==> config.mk <==
export PLATFORM = sky130hd
export DESIGN_NAME = mpps_sequencer
export DESIGN_NICKNAME = d
export VERILOG_FILES = /design/src/mpps_pkg.sv /design/src/mpps_sequencer.sv
export VERILOG_INCLUDE_DIRS = /design/src
export SDC_FILE = /design/constraint.sdc
export NUM_CORES = 1
export LEC_CHECK = 0
export BUFFER_PORTS_ARGS = -buffer_cell sky130_fd_sc_hd__buf_4
export CAP_MARGIN = 20
export CORE_ASPECT_RATIO = 0.5
export CORE_MARGIN = 2
export CORE_UTILIZATION = 49
export CTS_BUF_LIST = sky130_fd_sc_hd__clkbuf_4 sky130_fd_sc_hd__clkbuf_8
export DETAILED_ROUTE_END_ITERATION = 10
export PLACE_DENSITY_LB_ADDON = 0.3
export REMOVE_ABC_BUFFERS = 1
export SLEW_MARGIN = 20
export SYNTH_ARGS = -nofsm -noshare
export SYNTH_HDL_FRONTEND = slang
export SYNTH_SLANG_ARGS = --single-unit
==> constraint.sdc <==
create_clock -name core_clk -period 10.34 [get_ports core_clk]
set_input_delay 1.034 -clock core_clk [delete_from_list [all_inputs] [get_ports core_clk]]
set_output_delay 1.034 -clock core_clk [all_outputs]
set_load 0.01 [all_outputs]
==> src/mpps_map.svh <==
// constants for the multiphase pulse sequencer: counts, widths, reset values
// assumes a 20 MHz core_clk; included by bare name
`ifndef MPPS_MAP_SVH
`define MPPS_MAP_SVH
`define MPPS_CLK_MHZ 20
`define MPPS_PERIOD_CYC 12'd240
`define MPPS_NOM_WIDTH 12'd60
`define MPPS_MIN_WIDTH 12'd2
`define MPPS_MAX_WIDTH 12'd200
`define MPPS_CUR_W 10
`define MPPS_TRIM_SHIFT 3
`define MPPS_SETUP_NS 1000
`define MPPS_SETUP_CYC ((`MPPS_SETUP_NS * `MPPS_CLK_MHZ + 999) / 1000)
`define MPPS_ZERO12 12'h000
`endif

==> src/mpps_pkg.sv <==
// types for the multiphase pulse sequencer
// constants live in mpps_map.svh
package mpps_pkg;
    // channel count selection
    typedef enum logic [1:0] {MPPS_CH2, MPPS_CH3, MPPS_CH4} mpps_count_t;
    // captured operating mode
    typedef enum logic {MPPS_SERIAL, MPPS_PARALLEL} mpps_mode_t;
    // enable sequencing states
    typedef enum logic {MPPS_IDLE, MPPS_RUN} mpps_state_t;
    // four per-channel pulse outputs
    typedef struct packed {
        logic ch4;
        logic ch3;
        logic ch2;
        logic ch1;
    } mpps_pulse_t;
endpackage : mpps_pkg

==> src/mpps_sequencer.sv <==
// multiphase pulse sequencer: phase interleave, balance trim, mode latch
// assumes pins arrive asynchronous; current samples are static words from sense adc
//
// Functional notes
// - detect channel count from upper sense pins
// - cycle is interval between pulse terminations; code fixes it at 240 clocks between pulse starts
// - four channels fire quarter cycle apart
// - fourth sense high gives three channels, thirds
// - third sense high gives two channels, halves
// - sample every active channel once per cycle
// - average sums active samples over active count
// - per-channel error filtered trims pulse width
// - each pulse rises at most once per interval
// - enable low disables regulators, tracks mode pin
// - mode captured at enable rising edge
// - low means serial, high means parallel
// - parallel mode keeps bridge regulator disabled
`timescale 1ns/1ps
`include "mpps_map.svh"
module mpps_sequencer (
    // clock and reset
    input wire logic core_clk,
    input wire logic nrst,
    // pins from the board
    input wire logic enable_pin,
    input wire logic mode_select_pin,
    input wire logic third_channel_sense_neg,
    input wire logic fourth_channel_sense_neg,
    // sampled channel currents, same clock
    input wire logic [4*`MPPS_CUR_W-1:0] channel_current,
    // pulse outputs to drivers
    output logic channel_one_pulse,
    output logic channel_two_pulse,
    output logic channel_three_pulse,
    output logic channel_four_pulse,
    // regulator enables and status
    output logic core_reg_en,
    output logic bridge_reg_en,
    output logic parallel_code_mode,
    output logic serial_code_mode,
    output logic [1:0] active_count_code,
    output logic [`MPPS_CUR_W-1:0] cycle_mean_current
);
    localparam int CW = `MPPS_CUR_W;
    localparam logic [11:0] PER = `MPPS_PERIOD_CYC;

    // two-flop synchronisers for all pins
    logic [3:0] pin_s1_reg, pin_s2_reg;
    always_ff @(posedge core_clk or negedge nrst) begin
        if (!nrst) begin
            pin_s1_reg <= 4'h0;
            pin_s2_reg <= 4'h0;
        end else begin
            pin_s1_reg <= {fourth_channel_sense_neg, third_channel_sense_neg,
                           mode_select_pin, enable_pin};
            pin_s2_reg <= pin_s1_reg;
        end
    end
    logic en_s, sel_s, s3_s, s4_s;
    assign en_s = pin_s2_reg[0];
    assign sel_s = pin_s2_reg[1];
    assign s3_s = pin_s2_reg[2];
    assign s4_s = pin_s2_reg[3];

    // enable, mode latch and channel count state
    mpps_pkg::mpps_state_t state_reg, state_next;
    mpps_pkg::mpps_mode_t mode_reg, mode_next;
    mpps_pkg::mpps_count_t cnt_reg, cnt_next;
    logic core_en_reg, core_en_next, br_en_reg, br_en_next;
    always_comb begin
        state_next = state_reg;
        mode_next = mode_reg;
        cnt_next = cnt_reg;
        core_en_next = 1'b0;
        br_en_next = 1'b0;
        case (state_reg)
            mpps_pkg::MPPS_IDLE: begin
                // regulators off, mode pin tracked continuously
                mode_next = sel_s ? mpps_pkg::MPPS_PARALLEL : mpps_pkg::MPPS_SERIAL;
                // count from sense straps; third wins as it implies two
                if (s3_s) cnt_next = mpps_pkg::MPPS_CH2;
                else if (s4_s) cnt_next = mpps_pkg::MPPS_CH3;
                else cnt_next = mpps_pkg::MPPS_CH4;
                // tracked value at the edge is the latched one
                if (en_s) state_next = mpps_pkg::MPPS_RUN;
            end
            mpps_pkg::MPPS_RUN: begin
                // mode frozen until enable drops
                core_en_next = en_s;
                br_en_next = en_s && (mode_reg == mpps_pkg::MPPS_SERIAL);
                if (!en_s) state_next = mpps_pkg::MPPS_IDLE;
            end
            default: state_next = mpps_pkg::MPPS_IDLE;
        endcase
    end
    always_ff @(posedge core_clk or negedge nrst) begin
        if (!nrst) begin
            state_reg <= mpps_pkg::MPPS_IDLE;
            mode_reg <= mpps_pkg::MPPS_SERIAL;
            cnt_reg <= mpps_pkg::MPPS_CH4;
            core_en_reg <= 1'b0;
            br_en_reg <= 1'b0;
        end else begin
            state_reg <= state_next;
            mode_reg <= mode_next;
            cnt_reg <= cnt_next;
            core_en_reg <= core_en_next;
            br_en_reg <= br_en_next;
        end
    end

    // cycle timer and per-channel interval start points
    logic [11:0] tmr_reg, tmr_next;
    logic [11:0] ofs [4];
    logic [3:0] act;
    always_comb begin
        tmr_next = (core_en_reg && tmr_reg != PER - 12'd1) ? tmr_reg + 12'd1 : `MPPS_ZERO12;
        // ofs is where each channel's interval starts; order 1-2-3-4
        act = 4'hf;
        ofs[0] = `MPPS_ZERO12;
        ofs[1] = PER / 12'd4;
        ofs[2] = PER / 12'd2;
        ofs[3] = (PER / 12'd4) * 12'd3;
        case (cnt_reg)
            mpps_pkg::MPPS_CH2: begin
                act = 4'h3;
                ofs[1] = PER / 12'd2;
            end
            mpps_pkg::MPPS_CH3: begin
                act = 4'h7;
                ofs[1] = PER / 12'd3;
                ofs[2] = (PER / 12'd3) * 12'd2;
            end
            default: act = 4'hf;
        endcase
    end
    always_ff @(posedge core_clk or negedge nrst) begin
        if (!nrst) tmr_reg <= `MPPS_ZERO12;
        else tmr_reg <= tmr_next;
    end

    // mean of active samples, taken once per cycle at timer wrap
    logic [CW+1:0] sum;
    logic [CW-1:0] mean_reg, mean_next;
    always_comb begin
        sum = '0;
        for (int i = 0; i < 4; i++)
            if (act[i]) sum = sum + {2'b00, channel_current[i*CW +: CW]};
        mean_next = mean_reg;
        if (tmr_reg == `MPPS_ZERO12 && core_en_reg) begin
            case (cnt_reg)
                mpps_pkg::MPPS_CH2: mean_next = sum[CW:1];
                mpps_pkg::MPPS_CH3: mean_next = CW'(sum / (CW+2)'(3));
                default: mean_next = sum[CW+1:2];
            endcase
        end
    end
    always_ff @(posedge core_clk or negedge nrst) begin
        if (!nrst) mean_reg <= '0;
        else mean_reg <= mean_next;
    end

    // per-channel filtered error, width and pulse with one-rise lockout
    logic [CW+1:0] filt_reg [4], filt_next [4];
    logic [11:0] wid [4];
    logic [3:0] pulse_reg, pulse_next, done_reg, done_next;
    always_comb begin
        for (int i = 0; i < 4; i++) begin
            logic [11:0] ph;
            logic signed [CW+1:0] err;
            logic signed [13:0] w;
            ph = (tmr_reg >= ofs[i]) ? tmr_reg - ofs[i] : tmr_reg + PER - ofs[i];
            // error is mean minus own sample, first-order filter
            err = $signed({2'b00, mean_reg}) - $signed({2'b00, channel_current[i*CW +: CW]});
            filt_next[i] = filt_reg[i];
            // timer parks at zero while disabled; without the enable gate
            // channel one would re-filter every clock and drift before a run
            if (ph == `MPPS_ZERO12 && act[i] && core_en_reg)
                filt_next[i] = (CW+2)'($signed(filt_reg[i])
                               + ((err - $signed(filt_reg[i])) >>> `MPPS_TRIM_SHIFT));
            // low-current channel gets wider pulse; clamp width
            w = $signed({2'b00, `MPPS_NOM_WIDTH}) + 14'($signed(filt_reg[i]));
            if (w < $signed({2'b00, `MPPS_MIN_WIDTH})) wid[i] = `MPPS_MIN_WIDTH;
            else if (w > $signed({2'b00, `MPPS_MAX_WIDTH})) wid[i] = `MPPS_MAX_WIDTH;
            else wid[i] = w[11:0];
            // interval restarts lockout; falling edge ends pulse
            done_next[i] = (ph == `MPPS_ZERO12) ? 1'b0 : done_reg[i];
            pulse_next[i] = 1'b0;
            if (core_en_reg && act[i] && ph < wid[i] && !done_next[i])
                pulse_next[i] = 1'b1;
            if (pulse_reg[i] && !pulse_next[i])
                done_next[i] = 1'b1;
        end
    end
    always_ff @(posedge core_clk or negedge nrst) begin
        if (!nrst) begin
            pulse_reg <= 4'h0;
            done_reg <= 4'h0;
            for (int i = 0; i < 4; i++) filt_reg[i] <= '0;
        end else begin
            pulse_reg <= pulse_next;
            done_reg <= done_next;
            for (int i = 0; i < 4; i++) filt_reg[i] <= filt_next[i];
        end
    end

    // outputs straight from flops
    assign channel_one_pulse = pulse_reg[0];
    assign channel_two_pulse = pulse_reg[1];
    assign channel_three_pulse = pulse_reg[2];
    assign channel_four_pulse = pulse_reg[3];
    assign core_reg_en = core_en_reg;
    assign bridge_reg_en = br_en_reg;
    assign parallel_code_mode = (mode_reg == mpps_pkg::MPPS_PARALLEL);
    assign serial_code_mode = (mode_reg == mpps_pkg::MPPS_SERIAL);
    assign active_count_code = cnt_reg;
    assign cycle_mean_current = mean_reg;
endmodule : mpps_sequencer

==> impl_metrics.py, run 1 <==
metrics = {
    "floorplan": {
        "fp.dieW_um": 250,
        "io_pins": 66,
        "initial_core_util_pct": 49.5,
        "fp.dieH_um": 127,
        "rows": 45,
        "die-area_um2": 31800,
        "coreArea_um2": 30100,
    },
    "layout": {
        "final_common_cell": "ha_1",
        "final_area_um2": 15900,
        "final_cell_mix": "ha_1, nor2_1, inv_1, a21oi_1, nand2_1",
        "syn_to_final_growth_pct": 7.09,
        "fin_nets": 2261,
        "post-route-util_pct": 53.0,
        "final_cells": 2375,
        "largest_reg_flops": 48,
        "drive_gt1_share_pct": 7.24,
    },
    "timing": {
        "drv_slew": 0,
        "fin_tns_setup_ps": 0,
        "worst_slew_pin_slew_ps": 1050,
        "rsz0062_at_grt": "false",
        "period_share_pct": 90.4,
        "period_needed_ps": 9350,
        "setup_viol": 0,
        "fmax_mhz": 107,
        "hold_viol": 0,
        "fin_skew_ps": 20.4,
        "max_slew_margin_pct": 29.8,
    },
    "clock_tree": {
        "cts_root_buf": "clkbuf_8",
        "cts_resized": 0,
        "post_cts_buffers": 0,
        "ctsHoldBuffers": 0,
        "htree_levels": 3,
        "clk_pin_slew_ps": 110,
        "numCtsBuffers": 9,
        "cts_buffer_depth": 2,
        "clk_latency_ps": 430,
        "cts.sinks": 92,
        "cts_tree": "yes",
    },
    "routing": {
        "vias": 13900,
        "drtIter0Drc": 954,
        "drtPass1Iterations": 5,
        "route.detailed.drc": 0,
        "detail_route.wl_per_cell_um": 17.5,
        "vias_per_cell": 5.87,
        "wl_mm": 41.5,
        "ant_nets": 0,
    },
    "critical_path": {
        "worst_path_largest_cell_delay_ps": 530,
        "cp_num_buf_inv": 3,
        "cp_common_cell": "ha_1",
        "cp-start-kind": "input pin",
        "worst-setup-path-type": "in -> reg",
        "crit_required_ps": 10630,
        "worstSetupEndpointType": "flop",
        "cp_slowest_cell": "a221oi_1",
        "worstPathArrival_ps": 9640,
        "cp_max_fo": 11,
        "cp_top_family": "compound AO/OA/AOI/OAI gates",
    },
    "yosys": {
        "netlist_area_um2": 14900,
        "ys_seq_area_share_pct": 15.5,
        "synth_edf_count": 0,
        "synthCells": 1930,
        "yosys_warnings": 0,
        "ys_types": 102,
        "syn_area_per_cell_um2": 7.71,
        "synth_flop_cell": "dfrtp_1",
        "synth-seq-cells": 92,
        "async_reset_ff_share_pct": 100,
    },
    "job": {
        "max_cap_viol_count": 0,
    },
    "global_routing": {
        "first_global_vias": 13200,
        "track_usage_pct": 26.4,
        "antenna_found_initial": 1,
        "grt_first_pass_wirelength_mm": 68.1,
        "grt_max_degree": 71,
        "grt-ovfl-total": 0,
    },
    "placement": {
        "place_area_um2": 15700,
        "gp_congestion": 0.946,
        "hpwl_mm": 32.9,
        "dp_cells": 2358,
        "port_buffers": 65,
    },
    "outcome": {
        "status": "finished clean",
    },
    "power": {
        "power_density_nw_per_um2": 256,
        "p_leak_nw": 7.52,
        "irDropWorstVdd_uv": 142,
        "p_total_mw": 4.08,
    },
    "worst_hold_path": {
        "min_path_type": "reg -> reg",
    },
}
[per-layer routing]
metal	global-route usage (%)	wire (µm)	share of wire, %	vias to the layer above
li1	-	-	-	7032
met4	8.95	1300	3.1	0
met2	42.4	18000	43	385
met5	0	0	0	-
met1	36.7	20300	49	6433
met3	3.52	1970	4.7	81
[layout make-up]
type | instances | area (µm²)
antenna | 1 | 2.50
clock buffer | 10 | 131
clock inverter | 6 | 46.3
fill | 2872 | 14100
inverter | 175 | 657
multi-input combinational | 1615 | 11700
sequential | 92 | 2300
tap | 399 | 499
timing repair buffer | 77 | 578
[power breakdown]
part | switching [mW] | leakage (nW) | internal, mW
Clock | 0.160 | 0.0867 | 0.0919
Combinational | 1.88 | 6.39 | 1.42
Sequential | 0.112 | 1.05 | 0.414
[cells in the mapped netlist (all sizes together) (7+ instances only)]
master	instances	area, µm²
o21a	33	248
a221oi	7	73.8
nor2	178	673
ha	231	2890
o21ai	128	641
or4	7	52.6
buf	18	93.8
or2	9	56.3
dfrtp	91	2280
o31ai	15	131
o31a	8	70.1
inv	175	657
a21oi	151	767
a31oi	19	125
o2111ai	7	61.3
and2	9	56.3
a211o	8	71.3
o21bai	52	390
clkbuf	45	170
and3	10	62.6
o211ai	9	67.6
nand2b	23	144
xnor2	113	997
nor3	58	295
nor4	21	146
mux2i	10	100
mux2	11	124
a21boi	16	120
nand3	38	190
fa	14	280
a211oi	25	193
xor2	47	412
a21o	40	300
nand2	145	544
nand4	17	106
or3	13	81.3
nor3b	9	67.6
nor2b	20	125
[path summary, 6_finish.rpt]
| path | startpoint | to | slack [ps] | cells past startpoint |
|---|---|---|---|---|
| worst min register to register | pin_s1_reg[3] | pin_s2_reg[3] | 360 | 0 |
| worst max register to register | active_count_code[1] | cycle_mean_current[1] | 2550 | 25 |
| worst max-delay path | channel_current[0] | cycle_mean_current[1] | 990 | 35 |
| worst min-delay path | pin_s1_reg[3] | pin_s2_reg[3] | 360 | 0 |
| max in group asynchronous | nrst | filt_reg[19] | 8510 | 2 |
| min in group asynchronous | nrst | state_reg | 510 | 1 |
[through the flow]
| stage | hold slack, ps | worst slack (ps) |
|---|---|---|
| global placement | 333 | 882 |
| CTS | 361 | 1200 |
| global route | 370 | 413 |
| finish | 357 | 993 |
| detailed placement | 335 | 769 |
| floorplan | 331 | 1900 |
[cells by family (layout without fill, tap and decap cells)]
kind of cell	Yosys count	count (layout)	synth area share, %
AOI/OAI and AO/OA	599	599	27.2
and+or+nand+nor	570	570	18.2
adders and majority gates	246	246	21.4
buffers and inverters	238	268	6.19
xor gates and xnor gates	162	162	9.78
DFF	92	92	15.5
muxes	22	22	1.66
other	1	17	0.0252
[worst register-to-register path: cells and delay by family (launching register included)]
kind | cells | cell delay, ps
adder cells (fa/ha/maj) | 2 | 520
buffers and inverters | 3 | 530
AND/OR/NAND/NOR | 9 | 2600
XOR/XNOR | 1 | 200
AO/OA/AOI/OAI | 10 | 2980
flip-flops | 1 | 830
Power figures use the tool's default switching activity.
==> inputs of run 2 (changes only) <==
--- a/config.mk
+++ b/config.mk
@@ -6,6 +6,7 @@
 export SDC_FILE = /design/constraint.sdc
 export NUM_CORES = 1
 export LEC_CHECK = 0
+export ABC_AREA = 1
 export BUFFER_PORTS_ARGS = -buffer_cell sky130_fd_sc_hd__buf_4
 export CAP_MARGIN = 20
 export CORE_ASPECT_RATIO = 0.5
==> impl_metrics.py, run 2 <==
metrics = {
    "timing": {
        "fin_tns_setup_ps": 0,
        "period_share_pct": 71.5,
        "drv_slew": 0,
        "worst_slew_pin_slew_ps": 953,
        "rsz0062_at_grt": "false",
        "fin_skew_ps": 22.0,
        "setup_viol": 0,
        "hold_viol": 0,
        "fmax_mhz": 135,
        "period_needed_ps": 7390,
        "hold_ws_ps": 361,
        "max_slew_margin_pct": 36.5,
    },
    "yosys": {
        "synthCells": 2096,
        "ys_types": 53,
        "netlist_area_um2": 14100,
        "yosys.area.top_type": "ha_1",
        "ys_seq_area_share_pct": 16.4,
        "synth_flop_cell": "dfrtp_1",
        "async_reset_ff_share_pct": 100,
        "yosysTopAreaCellShare_pct": 20.6,
        "synth_commonest_cells": "nand2_1, inv_1, ha_1",
        "syn_area_per_cell_um2": 6.71,
        "yosys_warnings": 0,
        "synth_edf_count": 0,
        "synth_top_cells_by_area": "ha_1, dfrtp_1, nand2_1",
        "synth-seq-cells": 92,
        "synth_most_common_cell": "nand2_1",
    },
    "critical_path": {
        "cp_max_fo": 4,
        "crit_required_ps": 10650,
        "worst-setup-path-type": "in -> reg",
        "worstSetupEndpointType": "flop",
        "cp_slowest_cell": "fa_1",
        "cp_common_cell": "nand2_1",
        "worst_path_largest_cell_delay_ps": 480,
        "worstPathArrival_ps": 7700,
        "cp-start-kind": "input pin",
    },
    "placement": {
        "hpwl_mm": 31.2,
        "place_area_um2": 15100,
        "port_buffers": 65,
        "dp_cells": 2544,
        "gp_congestion": 0.941,
    },
    "clock_tree": {
        "ctsHoldBuffers": 0,
        "cts_root_buf": "clkbuf_8",
        "htree_levels": 3,
        "clk_latency_ps": 430,
        "cts_resized": 0,
        "cts_tree": "yes",
        "cts_buffer_depth": 2,
        "cts.sinks": 92,
        "numCtsBuffers": 9,
        "post_cts_buffers": 0,
        "clk_pin_slew_ps": 120,
    },
    "power": {
        "p_int_mw": 1.72,
        "p_clk_share_pct": 7.8,
        "power_density_nw_per_um2": 247,
        "p_leak_nw": 8.72,
        "switching_share_pct": 54.4,
        "p_comb_share_pct": 78.9,
        "p_sw_mw": 2.05,
        "p_total_mw": 3.77,
        "seqPwrFrac_pct": 13.3,
        "irDropWorstVdd_uv": 307,
    },
    "layout": {
        "largest_reg_flops": 48,
        "final_cell_mix": "nand2_1, inv_1, ha_1, nor2_1, a21oi_1",
        "final_cells": 2561,
        "fin_nets": 2464,
        "final_common_cell": "nand2_1",
        "drive_gt1_share_pct": 7.30,
        "syn_to_final_growth_pct": 8.70,
        "final_area_um2": 15300,
    },
    "global_routing": {
        "antenna_found_initial": 0,
        "grt_max_degree": 71,
        "grt-ovfl-total": 0,
        "grt_first_pass_wirelength_mm": 61.2,
        "track_usage_pct": 25.5,
        "first_global_vias": 12100,
    },
    "routing": {
        "ant_nets": 0,
        "drtPass1Iterations": 6,
        "drtIter0Drc": 944,
        "wl_mm": 37.9,
        "detail_route.wl_per_cell_um": 14.8,
        "vias": 13400,
        "vias_per_cell": 5.23,
        "route.detailed.drc": 0,
    },
    "floorplan": {
        "io_pins": 66,
        "die-area_um2": 30100,
        "initial_core_util_pct": 50.3,
        "rows": 43,
        "fp.dieH_um": 124,
        "fp.dieW_um": 244,
        "coreArea_um2": 28000,
    },
    "job": {
        "max_cap_viol_count": 0,
    },
    "outcome": {
        "status": "finished clean",
    },
    "worst_hold_path": {
        "min_path_type": "reg -> reg",
    },
}
run 2: power groups by stage:
stage | clock network, mW | registers [mW] | logic, mW
floorplan | 0 | 0.473 | 2.36
global placement | 0 | 0.506 | 2.86
detailed placement | 0 | 0.506 | 2.94
CTS | 0.304 | 0.499 | 2.96
global route | 0.317 | 0.505 | 3.45
finish | 0.294 | 0.501 | 2.97
run 2: cell families after synthesis:
logic type,synth area share (%)
DFF,16.4
xor gates and xnor gates,8.78
and+or+nand+nor,25.1
adders and majority gates,22.6
AOI/OAI and AO/OA,15.2
buffers and inverters,11.2
other,0.0267
muxes,0.801
run 2: layout make-up:
| cell class | count | area [µm²] |
|---|---|---|
| Inverter | 399 | 1500 |
| Fill cell | 2769 | 12700 |
| Clock buffer | 9 | 124 |
| Clock inverter | 7 | 103 |
| Tap cell | 382 | 478 |
| Multi-Input combinational cell | 1600 | 10200 |
| Antenna cell | 1 | 2.50 |
| Timing Repair Buffer | 71 | 533 |
| Sequential cell | 92 | 2300 |
run 2: final timing paths:
kind	startpoint	end	slack (ps)	depth (start not counted)
min in group asynchronous	nrst	cycle_mean_current[5]	520	1
worst min register to register	pin_s1_reg[0]	pin_s2_reg[0]	360	0
worst max-delay path	channel_current[0]	cycle_mean_current[0]	2950	56
worst min-delay path	pin_s1_reg[0]	pin_s2_reg[0]	360	0
worst max register to register	active_count_code[1]	cycle_mean_current[0]	4110	43
max in group asynchronous	nrst	tmr_reg[6]	8520	2
run 2: metrics by stage:
step	setup WS [ps]	util, %
after floorplan	3390	-
after global placement	2770	53.8
after detailed placement	2590	53.8
after CTS	3030	54.6
after global routing	2300	54.6
final	2950	54.6
run 2: routing by layer:
layer | global-route usage, % | share of wire (%)
met1 | 36.3 | 50
met4 | 6.10 | 1.6
met3 | 3.51 | 5.1
met2 | 41.1 | 43
met5 | 0 | 0
run 2: worst max-delay path, delay by kind of cell:
| family | cells | cell delay (ps) |
|---|---|---|
| fa+ha+maj | 5 | 1630 |
| compound gates | 8 | 1130 |
| buf+inv | 6 | 470 |
| simple gates | 35 | 3050 |
| xor+xnor | 2 | 360 |
